===== src/sds_pkg.sv =====
package sds_pkg;
    localparam int CLK_HZ = 10_000_000;
    // frame processing busy interval, microseconds
    localparam int FRAME_BUSY_US = 1000;
    localparam int FRAME_BUSY_CYC = FRAME_BUSY_US * (CLK_HZ / 1_000_000);
    // initialization after reset release, milliseconds (longest)
    localparam int INIT_MS = 200;
    localparam int INIT_CYC = INIT_MS * (CLK_HZ / 1000);
    // frame layout: 8-bit command, 8-bit data
    localparam int FRAME_BITS = 16;
    localparam logic [7:0] CMD_ENTER_OPERATION_COMMAND = 8'h01;
    localparam logic [7:0] CMD_DEACTIVATE = 8'h02;
    localparam logic [7:0] CMD_SETTING = 8'h10;
    localparam logic [7:0] CMD_STATUS = 8'h20;
    // setting register bits (1 = serial source, 0 = pin source)
    localparam int SRC_EXCITE = 0;
    localparam int SRC_SMOOTH = 1;
    localparam int SRC_STOPCUR = 2;
    localparam int SRC_PULSE_MODE = 3;
    localparam int SRC_WIDTH = 8;
    localparam logic [SRC_WIDTH-1:0] SETTING_RESET = 8'h0f;
    localparam logic [1:0] SERIAL_VAL_RESET = 2'h3;
    localparam int STEP_WIDTH = 8;
    localparam logic [STEP_WIDTH-1:0] STEP_ZERO = 8'h00;
    typedef enum logic [1:0] {
        SDS_INIT, SDS_SETTING, SDS_SWITCH, SDS_OPERATION
    } sds_state_type;
endpackage : sds_pkg


===== src/sds_sync.sv =====
`timescale 1ns/1ps
`default_nettype none
module sds_sync #(
    parameter int WIDTH = 1
) (
    // clock and reset
    input wire logic clk_in,
    input wire logic resetn_in,
    // data
    input wire logic [WIDTH-1:0] async_in,
    output logic [WIDTH-1:0] sync_out
);
    logic [WIDTH-1:0] meta_q;
    always_ff @(posedge clk_in or negedge resetn_in) begin
        if (!resetn_in) begin
            meta_q <= '0;
            sync_out <= '0;
        end else begin
            meta_q <= async_in;
            sync_out <= meta_q;
        end
    end
endmodule : sds_sync
`default_nettype wire


===== src/sds_sequencer.sv =====
// Notes on behaviour
// The motor is never excited in the setting state, even with enable low.
// The host leaves at least 5 us before the first pulse after reversal.
// A chip-select fall starts frame processing; no serial shifting then.
// The host spaces serial frames at least 1 ms apart.
// During a state switch all commands but another transition are taken.
// Reset pin held low 10 ms; init within 200 ms, outputs open, no drive.
// Settings come from serial by default; only a serial write moves one.
// Ready goes low only with no alarm, reset high, operation, excitation.
// A reset-pin fall de-excites, zeroes step, clears alarm, resets state.
// Step pulses move one step in the mode and direction selected.
// Any alarm opens the fault output and cuts excitation at once.
// A busy interval from chip-select fall blocks shifting until done.
`timescale 1ns/1ps
`default_nettype none
module sds_sequencer
    import sds_pkg::*;
#(
    parameter int BUSY_CYC = FRAME_BUSY_CYC,
    parameter int INIT_CYCLES = INIT_CYC
) (
    // clock and reset
    input wire logic clk_in,
    input wire logic resetn_in,
    // control pins (asynchronous)
    input wire logic reset_pin_n_in,
    input wire logic enable_n_in,
    input wire logic smooth_pin_in,
    input wire logic stop_current_pin_in,
    input wire logic pulse_mode_pin_in,
    input wire logic fault_detect_in,
    // pulse pins: step/forward, direction/reverse
    input wire logic forward_pulse_in,
    input wire logic reverse_pulse_in,
    // serial link
    input wire logic spi_ss_n_in,
    input wire logic spi_sck_in,
    input wire logic spi_mosi_in,
    output logic spi_miso_out,
    output logic spi_miso_oe_out,
    // indications, open collector: oe high pulls low
    output logic fault_output_oe_out,
    output logic pulse_accept_ready_oe_out,
    output logic step_zero_oe_out,
    // motor drive
    output logic excite_out,
    output logic smooth_out,
    output logic stop_current_out,
    output logic [STEP_WIDTH-1:0] step_position_out
);
    import sds_pkg::*;

    localparam int BCW = $clog2(BUSY_CYC + 1);
    localparam int ICW = $clog2(INIT_CYCLES + 1);

    // ========================================
    // synchronisers
    logic [9:0] raw_w;
    logic [9:0] syn_w;
    assign raw_w = {reset_pin_n_in, enable_n_in, smooth_pin_in,
                    stop_current_pin_in, pulse_mode_pin_in, fault_detect_in,
                    forward_pulse_in, reverse_pulse_in, spi_ss_n_in,
                    spi_sck_in};
    sds_sync #(.WIDTH(10)) u_sync (
        .clk_in(clk_in),
        .resetn_in(resetn_in),
        .async_in(raw_w),
        .sync_out(syn_w)
    );
    logic mosi_m_q, mosi_q;
    always_ff @(posedge clk_in or negedge resetn_in) begin
        if (!resetn_in) begin
            mosi_m_q <= 1'b0;
            mosi_q <= 1'b0;
        end else begin
            mosi_m_q <= spi_mosi_in;
            mosi_q <= mosi_m_q;
        end
    end
    logic rst_pin_n, en_n, smooth_pin, stop_pin, mode_pin, fault_in;
    logic fwd, rev, ss_n, sck;
    assign {rst_pin_n, en_n, smooth_pin, stop_pin, mode_pin, fault_in,
            fwd, rev, ss_n, sck} = syn_w;

    // ========================================
    // edge detection
    logic rst_pin_q, fwd_q, rev_q, ss_q, sck_q;
    always_ff @(posedge clk_in or negedge resetn_in) begin
        if (!resetn_in) begin
            rst_pin_q <= 1'b1;
            fwd_q <= 1'b0;
            rev_q <= 1'b0;
            ss_q <= 1'b1;
            sck_q <= 1'b0;
        end else begin
            rst_pin_q <= rst_pin_n;
            fwd_q <= fwd;
            rev_q <= rev;
            ss_q <= ss_n;
            sck_q <= sck;
        end
    end
    logic rst_fall, ss_fall, sck_rise, sck_fall, fwd_rise, rev_rise;
    assign rst_fall = rst_pin_q && !rst_pin_n;
    assign ss_fall = ss_q && !ss_n;
    assign sck_rise = !sck_q && sck;
    assign sck_fall = sck_q && !sck;
    assign fwd_rise = !fwd_q && fwd;
    assign rev_rise = !rev_q && rev;
    // whole-device restart: pin fall or pin held low
    logic soft_rst;
    assign soft_rst = rst_fall || !rst_pin_n;

    // ========================================
    // frame processing busy interval
    logic [BCW-1:0] busy_q;
    logic busy;
    assign busy = busy_q != '0;
    logic frame_done;
    always_ff @(posedge clk_in or negedge resetn_in) begin
        if (!resetn_in) begin
            busy_q <= '0;
        end else if (soft_rst) begin
            busy_q <= '0;
        end else if (ss_fall && !busy) begin
            busy_q <= BCW'(BUSY_CYC);
        end else if (busy) begin
            busy_q <= busy_q - 1'b1;
        end
    end
    assign frame_done = busy_q == BCW'(1);

    // ========================================
    // serial shifter: active outside processing, framed by chip select low
    logic [FRAME_BITS-1:0] rx_q;
    logic [FRAME_BITS-1:0] tx_q;
    logic [FRAME_BITS-1:0] status_w;
    always_ff @(posedge clk_in or negedge resetn_in) begin
        if (!resetn_in) begin
            rx_q <= '0;
        end else if (soft_rst) begin
            rx_q <= '0;
        end else if (!busy && !ss_n && sck_rise) begin
            rx_q <= {rx_q[FRAME_BITS-2:0], mosi_q};
        end
    end
    always_ff @(posedge clk_in or negedge resetn_in) begin
        if (!resetn_in) begin
            tx_q <= '0;
        end else if (soft_rst) begin
            tx_q <= '0;
        end else if (frame_done) begin
            tx_q <= status_w;
        end else if (!busy && !ss_n && sck_fall) begin
            tx_q <= {tx_q[FRAME_BITS-2:0], 1'b0};
        end
    end
    always_ff @(posedge clk_in or negedge resetn_in) begin
        if (!resetn_in) begin
            spi_miso_out <= 1'b0;
            spi_miso_oe_out <= 1'b0;
        end else begin
            spi_miso_out <= tx_q[FRAME_BITS-1];
            spi_miso_oe_out <= !ss_n && !busy && rst_pin_n;
        end
    end
    // frame is decoded once, at end of processing
    logic [7:0] cmd_w, dat_w;
    assign cmd_w = rx_q[FRAME_BITS-1 -: 8];
    assign dat_w = rx_q[7:0];

    // ========================================
    // internal state machine
    sds_state_type state_q;
    logic [ICW-1:0] init_q;
    logic do_act, do_deact;
    assign do_act = frame_done && cmd_w == CMD_ENTER_OPERATION_COMMAND;
    assign do_deact = frame_done && cmd_w == CMD_DEACTIVATE;
    logic alarm_q;
    always_ff @(posedge clk_in or negedge resetn_in) begin
        if (!resetn_in) begin
            state_q <= SDS_INIT;
            init_q <= ICW'(INIT_CYCLES);
        end else if (soft_rst) begin
            state_q <= SDS_INIT;
            init_q <= ICW'(INIT_CYCLES);
        end else begin
            case (state_q)
                SDS_INIT: begin
                    if (init_q == '0) begin
                        state_q <= SDS_SETTING;
                    end else begin
                        init_q <= init_q - 1'b1;
                    end
                end
                SDS_SETTING: begin
                    if (do_act && !alarm_q) begin
                        state_q <= SDS_SWITCH;
                    end
                end
                // transition commands ignored here, others still taken
                SDS_SWITCH: begin
                    state_q <= SDS_OPERATION;
                end
                SDS_OPERATION: begin
                    if (do_deact) begin
                        state_q <= SDS_SETTING;
                    end
                end
                default: state_q <= SDS_INIT;
            endcase
        end
    end

    // ========================================
    // setting sources, serial by default
    logic [SRC_WIDTH-1:0] src_q;
    logic [1:0] serial_val_q; // smooth, stop-current values
    always_ff @(posedge clk_in or negedge resetn_in) begin
        if (!resetn_in) begin
            src_q <= SETTING_RESET;
            serial_val_q <= SERIAL_VAL_RESET;
        end else if (soft_rst) begin
            src_q <= SETTING_RESET;
            serial_val_q <= SERIAL_VAL_RESET;
        end else if (frame_done && cmd_w == CMD_SETTING) begin
            src_q <= dat_w;
        end else if (frame_done && cmd_w == CMD_STATUS) begin
            serial_val_q <= dat_w[1:0];
        end
    end

    // ========================================
    // alarm: sticky until reset pin
    always_ff @(posedge clk_in or negedge resetn_in) begin
        if (!resetn_in) begin
            alarm_q <= 1'b0;
        end else if (soft_rst) begin
            alarm_q <= 1'b0;
        end else if (fault_in) begin
            alarm_q <= 1'b1;
        end
    end

    // ========================================
    // excitation and readiness
    logic excite_d, ready_d, operating;
    assign operating = state_q == SDS_OPERATION;
    always_comb begin
        excite_d = operating && !alarm_q && !fault_in && rst_pin_n;
        if (!src_q[SRC_EXCITE]) begin
            excite_d = excite_d && !en_n;
        end
        ready_d = excite_d;
    end
    logic ready_q;
    always_ff @(posedge clk_in or negedge resetn_in) begin
        if (!resetn_in) begin
            excite_out <= 1'b0;
            ready_q <= 1'b0;
            fault_output_oe_out <= 1'b0;
            pulse_accept_ready_oe_out <= 1'b0;
            smooth_out <= 1'b1;
            stop_current_out <= 1'b1;
        end else begin
            excite_out <= excite_d && !soft_rst;
            ready_q <= ready_d && !soft_rst;
            pulse_accept_ready_oe_out <= ready_d && !soft_rst;
            // pulled low when healthy, open on alarm or init
            fault_output_oe_out <= !alarm_q && !fault_in &&
                state_q != SDS_INIT && !soft_rst;
            smooth_out <= src_q[SRC_SMOOTH] ? serial_val_q[1] : smooth_pin;
            stop_current_out <= src_q[SRC_STOPCUR] ? serial_val_q[0]
                                                   : stop_pin;
        end
    end

    // ========================================
    // step position
    logic dual_mode, step_fwd, step_rev;
    assign dual_mode = src_q[SRC_PULSE_MODE] ? 1'b0 : mode_pin;
    assign step_fwd = dual_mode ? fwd_rise : (fwd_rise && rev);
    assign step_rev = dual_mode ? rev_rise : (fwd_rise && !rev);
    logic [STEP_WIDTH-1:0] step_q;
    always_ff @(posedge clk_in or negedge resetn_in) begin
        if (!resetn_in) begin
            step_q <= STEP_ZERO;
        end else if (soft_rst || state_q == SDS_SWITCH) begin
            step_q <= STEP_ZERO;
        end else if (ready_q && step_fwd && !step_rev) begin
            step_q <= step_q + 1'b1;
        end else if (ready_q && step_rev && !step_fwd) begin
            step_q <= step_q - 1'b1;
        end
    end
    always_ff @(posedge clk_in or negedge resetn_in) begin
        if (!resetn_in) begin
            step_position_out <= STEP_ZERO;
            step_zero_oe_out <= 1'b0;
        end else begin
            step_position_out <= step_q;
            step_zero_oe_out <= step_q == STEP_ZERO && excite_d;
        end
    end

    assign status_w = {6'h00, state_q, 3'h0, dual_mode, ready_q,
                       excite_out, alarm_q, busy};
endmodule : sds_sequencer
`default_nettype wire


===== config.mk =====
export PLATFORM = sky130hd
export DESIGN_NAME = sds_sequencer
export DESIGN_NICKNAME = d
export VERILOG_FILES = /design/src/sds_pkg.sv /design/src/sds_sync.sv /design/src/sds_sequencer.sv
export SDC_FILE = /design/constraint.sdc
export NUM_CORES = 1
export LEC_CHECK = 0
export ABC_AREA = 0
export CELL_PAD_IN_SITES_DETAIL_PLACEMENT = 1
export CELL_PAD_IN_SITES_GLOBAL_PLACEMENT = 1
export CORE_ASPECT_RATIO = 1.4
export CORE_MARGIN = 8
export CORE_UTILIZATION = 25
export CTS_CLUSTER_SIZE = 20
export DETAILED_ROUTE_END_ITERATION = 8
export DONT_BUFFER_PORTS = 1
export MAX_ROUTING_LAYER = met4
export PLACE_DENSITY = 0.47
export SLEW_MARGIN = 20
export SYNTH_ARGS = -nofsm -noshare
export SYNTH_HDL_FRONTEND = slang
export SYNTH_HIERARCHICAL = 1
export SYNTH_SLANG_ARGS = --single-unit

===== constraint.sdc =====
create_clock -name clk_in -period 3 [get_ports clk_in]
set_input_delay 0.6 -clock clk_in [delete_from_list [all_inputs] [get_ports clk_in]]
set_output_delay 0.6 -clock clk_in [all_outputs]
set_load 0.02 [all_outputs]

# After elaboration in Yosys (flattened, before gate mapping)
# Index checks and enable logic that the tools add are counted.
# Widths: inputs -> output; s select.
totals:
  regBits: 126
  inputBits: 13
  output_inout_bits: 16
  elab_cells: 138
classes:
  add_sub_neg: 4
  eq_ne: 13
  muxes: 32
  n_reduce_logical: 63
ops:
  columns: ["operator", "count"]
  rows:
  - ["$mux 16", 5]
  - ["$mux 21", 3]
  - ["$mux 14", 3]
  - ["$logic_and 1x1->1", 31]
  - ["$mux 8", 3]
  - ["$logic_not 21->1", 1]
  - ["$sub 21x1->21 const B", 1]
  - ["$eq 14x1->1 const B", 1]
  - ["$logic_not 1->1", 14]
  - ["$mux 2", 7]
  - ["$reduce_bool 14->1", 1]
  - ["$sub 14x1->14 const B", 1]
  - ["$reduce_bool 2->1", 6]
  - ["$ne 3x3->1 const B", 3]
  - ["$reduce_bool 3->1", 3]
  - ["$add 8x1->8 const B", 1]
  - ["$eq 8x1->1 const B", 1]
  - ["$eq 8x2->1 const B", 1]
  - ["$eq 8x5->1 const B", 1]
  - ["$eq 8x6->1 const B", 1]
  - ["$logic_not 8->1", 1]
  - ["$mux 1", 8]
  - ["$mux 4", 2]
  - ["$pmux 2 s4", 1]
  - ["8 further kinds", 12]

# Longest topological paths before layout
depth:
  word_depth: 9
  ltp_mapped: 9
  depth_no_buf: 9

# Cells and area by module
# The synthesis kept the hierarchy.
modules_own_cells:
  columns: ["module", "instances", "cells_per_inst", "area_each_um2"]
  rows:
  - ["sds_sequencer", 1, 503, 5083.6]
  - ["sds_sync", 1, 20, 500.5]

# Least setup slack after synthesis
# Ideal clock, no wire load.
synth_timing:
  path_type: "register to register"
  startpoint: "register src_q[3]"
  endpoint: "register step_q[7]"
  setup_time_ns: 0.087
  t_arrival_ns: 2.441
  required_time_ns: 2.913
  slack_ns: 0.473
  path_stages_with_launch: 9
  n_path_buf: 0
  cell_sequence: "dfstp_2 > nand4bb_1 > o2111ai_1 > ha_1 > or2_2 > a21oi_1 > a31oi_1 > or4_1 > o211ai_1"
synth_via:
  elab_chain_cells: 6
  word_cells_on_any_way: 12
  cone_classes: "mux: 5; reduce/logical: 7"
synth_lines:
  columns: ["element", "line", "text"]
  rows:
  - ["from (decl)", "sds_sequencer.sv:217", "logic [SRC_WIDTH-1:0] src_q;"]
  - ["from (signal assigned)", "sds_sequencer.sv:227", "src_q <= dat_w;"]
  - ["$mux 1 *", "sds_sequencer.sv:281", "assign dual_mode = src_q[SRC_PULSE_MODE] ? 1'b0 : mode_pin;"]
  - ["$mux 1, on equally long branches", "sds_sequencer.sv:282, sds_sequencer.sv:283", null]
  - ["$logic_and 1x1->1 / $logic_not 1->1 (equally long branches)", "sds_sequencer.sv:290", "end else if (ready_q && step_fwd && !step_rev) begin"]
  - ["$logic_and 1x1->1", "sds_sequencer.sv:290", null]
  - ["$mux 8", "sds_sequencer.sv:290", null]
  - ["$mux 8", "sds_sequencer.sv:288", "end else if (soft_rst || state_q == SDS_SWITCH) begin"]
  - ["to (signal assigned)", "sds_sequencer.sv:291", "step_q <= step_q + 1'b1;"]
  - ["to (signal assigned)", "sds_sequencer.sv:293", "step_q <= step_q - 1'b1;"]
  - ["to (decl)", "sds_sequencer.sv:284", "logic [STEP_WIDTH-1:0] step_q;"]
# Mark *: on every way between the ends. The rest lies on a longest branch, timed or not.
# A chain may end at the register's enable or synchronous reset.

# Worst setup path in the final report
layout_timing:
  startpoint: "register src_q[3]"
  endpoint: "register step_q[6]"
# Same word-level chain as after synthesis.

==> results.json <==
{
  "status": "complete, but fails checks",
  "violations": "negative hold slack",
  "ys.flop_type": "dfrtp_1",
  "synth_top_area_share_pct": 48.8,
  "synthXorXnorAreaFrac_pct": 4.39,
  "grt_pass1_vias": 4485,
  "synth_cell_types": 57,
  "synth_edf_count": 0,
  "synth_top_family_by_area": "simple AND/OR/NAND/NOR gates",
  "ys_seq_elements": 125,
  "synth_most_common_cell": "dfrtp_1",
  "rows": 64,
  "r2r_slack_ns": 0.34,
  "max_cap_violations": 0,
  "synthMuxAreaShare_pct": 2.91,
  "grt_pass1_wl_mm": 22.7,
  "irDropWorstVdd_mv": 0.500,
  "wl_met1_mm": 5.73,
  "yosys.area_share.simple_pct": 19.6,
  "coreArea_um2": 21900,
  "yosys_warnings": 6,
  "die_area_um2": 27400,
  "port_buffers": 0,
  "crit_required_ns": 3.35,
  "dpl_cell_area_um2": 5970,
  "dpl.hpwl_mm": 8.80,
  "ant_nets": 0,
  "grt_max_degree": 126,
  "min_period_over_period_pct": 88.7,
  "setup-violations-final": 0,
  "tns_ns": 0,
  "reg2reg_depth": 10,
  "p_leak_uw": 0.00275,
  "diodes": 0,
  "synth.net_count": 552,
  "clkPwrFrac_pct": 42.5,
  "first_pass_iters": 4,
  "fin_cells": 842,
  "period_needed_ns": 2.66,
  "wl_met2_mm": 6.77,
  "worstPathArrival_ns": 3.01,
  "r2r_end": "step_q[6]$_DFFE_PN0P_",
  "syn_inst": 523,
  "synth-adder-area-share_pct": 3.72,
  "rsz0062_at_grt": "false",
  "finalHoldViolCount": 109,
  "initial_core_util_pct": 25.5,
  "layout-drive-gt1-share_pct": 13.2,
  "drt-initial-drc-count": 218,
  "cts_buffers": 17,
  "comb_power_share_pct": 17.7,
  "placedCellCount": 810,
  "setup.worst_path.class": "reg2reg",
  "synth_compound_gate_area_share_pct": 10.3,
  "grt_overflow": 0,
  "worst_slew_pin_slew_ns": 0.682,
  "cp_max_fo": 9,
  "cts_sinks": 125,
  "p_switching_uw": 1510,
  "crit_path_start_kind": "flop",
  "netlist_top_cells_area": "dfrtp_1, dfstp_2, nand2_1, ha_1, mux2i_1",
  "fill_cells": 2419,
  "reg2reg_from": "src_q[3]$_DFFE_PN1P_",
  "num_vias": 3950,
  "routed.top_layer": "met4",
  "end_kind": "flop",
  "boundaryPins": 29,
  "syn2layout_area_growth_pct": 18.3,
  "die_w_um": 142,
  "postCtsSetupRepairBufs": 0,
  "synth_common_cells": "dfrtp_1, nand2_1, nor2_1",
  "sequentialPowerShare_pct": 39.8,
  "gp_congestion": 0.782,
  "syn_area_um2": 5580,
  "wirelength_mm": 13.1,
  "yosys.area.top_type": "dfrtp_1",
  "antenna_found_initial": 0,
  "asyncSetResetFlopFracSynth_pct": 100,
  "wl_per_cell_um": 15.6,
  "cts_max_path_buffers": 2,
  "switching_share_pct": 29.2,
  "htreeDepth": 4,
  "cts_tree": "yes",
  "max-slew-margin-rel_pct": 54.1,
  "root_buffer": "clkbuf_16",
  "finalNetCount": 561,
  "die_h_um": 193,
  "insertion_delay_ns": 0.42,
  "hold_class": "in2async",
  "syn_area_per_cell_um2": 10.7,
  "whs_ns": -0.126,
  "fmax_mhz": 376,
  "final_core_utilization_pct": 30.2,
  "intPower_uw": 3650,
  "final_area_um2": 6610,
  "path_clk_slew_ns": 0.06,
  "grt_usage_pct": 10.8,
  "post_cts_resized": 0,
  "synth-seq-area-share_pct": 56.4,
  "power_density_nw_per_um2": 780,
  "maxSlewViolCount": 0,
  "wl_met3_um": 360,
  "via_per_inst": 4.69,
  "clock_skew_ns": 0.00719,
  "drc": 0
}
-- critical path, stage by stage, from the launching register on --
cell	delay, ns
dfstp_2	0.53
nor2b_1	0.07
o2111ai_1	0.23
buf_4	0.21
inv_1	0.06
fa_1	0.38
nor2b_1	0.23
o31a_1	0.18
o21ai_0	0.12
a2111oi_0	0.43
a211o_1	0.14
-- cell usage in the layout, fill, tap and decap left out, drive strengths merged, types with 5 or more instances in the layout --
| master | instances |
|---|---|
| nand3 | 26 |
| dfstp | 16 |
| clkbuf | 19 |
| nand4 | 8 |
| inv | 18 |
| nor4b | 8 |
| nor2 | 36 |
| dfrtp | 109 |
| nor3 | 12 |
| mux2i | 14 |
| nor4 | 13 |
| o21ai | 26 |
| nand2 | 68 |
| ha | 15 |
| or4 | 6 |
| a211oi | 5 |
| buf | 12 |
| xnor2 | 15 |
| nand2b | 5 |
| xor2 | 13 |
| a21oi | 27 |
-- cell type report --
| type | count | area [µm²] | area share (%) |
|---|---|---|---|
| sequential | 125 | 3150 | 47.7 |
| multi-input combinational | 359 | 2300 | 34.8 |
| clock buffer | 19 | 443 | 6.70 |
| tap | 297 | 372 | 5.62 |
| clock inverter | 13 | 190 | 2.88 |
| timing repair buffer | 12 | 90.1 | 1.36 |
| inverter | 17 | 63.8 | 0.966 |
-- logic make-up after synthesis --
logic type / count (synthesis)
muxes: 16
adders and majority gates: 16
and+or+nand+nor: 207
AOI/OAI and AO/OA: 92
xor gates and xnor gates: 28
buffers and inverters: 39
DFF: 125
-- per-stage QoR --
step                total power (µW)  hold WS, ns  setup WS, ns
finish                          5160       -0.126         0.339
global route                    5450       -0.160         0.147
CTS                             5250       -0.152         0.310
detailed placement              3000        0.312         0.344
global placement                2980        0.312         0.481
floorplan                       2740        0.304         0.473
-- how the worst max path moves through the flow --
stage	cells past startpoint	slack (ns)	to	startpoint
after floorplan	8	0.47	step_q[7]$_DFFE_PN0P_	src_q[3]$_DFFE_PN1P_
after global placement	9	0.48	step_q[7]$_DFFE_PN0P_	src_q[3]$_DFFE_PN1P_
after detailed placement	10	0.34	step_q[6]$_DFFE_PN0P_	src_q[3]$_DFFE_PN1P_
after CTS	10	0.31	step_q[6]$_DFFE_PN0P_	src_q[3]$_DFFE_PN1P_
after global routing	10	0.15	step_q[6]$_DFFE_PN0P_	src_q[3]$_DFFE_PN1P_
final	10	0.34	step_q[6]$_DFFE_PN0P_	src_q[3]$_DFFE_PN1P_
-- metal layers --
layer  track usage [%]  up-vias
li1                  -     1870
met1              11.9     2018
met2              18.2       45
met3              2.62       17
met4              5.13        0
met5                 -        -
-- power by group through the flow --
stage | combinational, µW | clock (µW) | sequential, µW
final | 910 | 2190 | 2050
after global routing | 1030 | 2340 | 2080
after global placement | 896 | 0 | 2080
after detailed placement | 917 | 0 | 2080
after floorplan | 714 | 0 | 2030
after CTS | 927 | 2270 | 2060
-- state kept, by name, indices dropped and copies added, names as in the netlist, 2 cells and up --
signal / flops
src_q: 4
u_sync/sync_out: 10
tx_q: 16
serial_val_q: 2
step_position_out: 8
busy_q: 14
state_q: 2
init_q: 21
rx_q: 16
u_sync/meta_q: 10
step_q: 8
(Power assumes the default switching activity.)
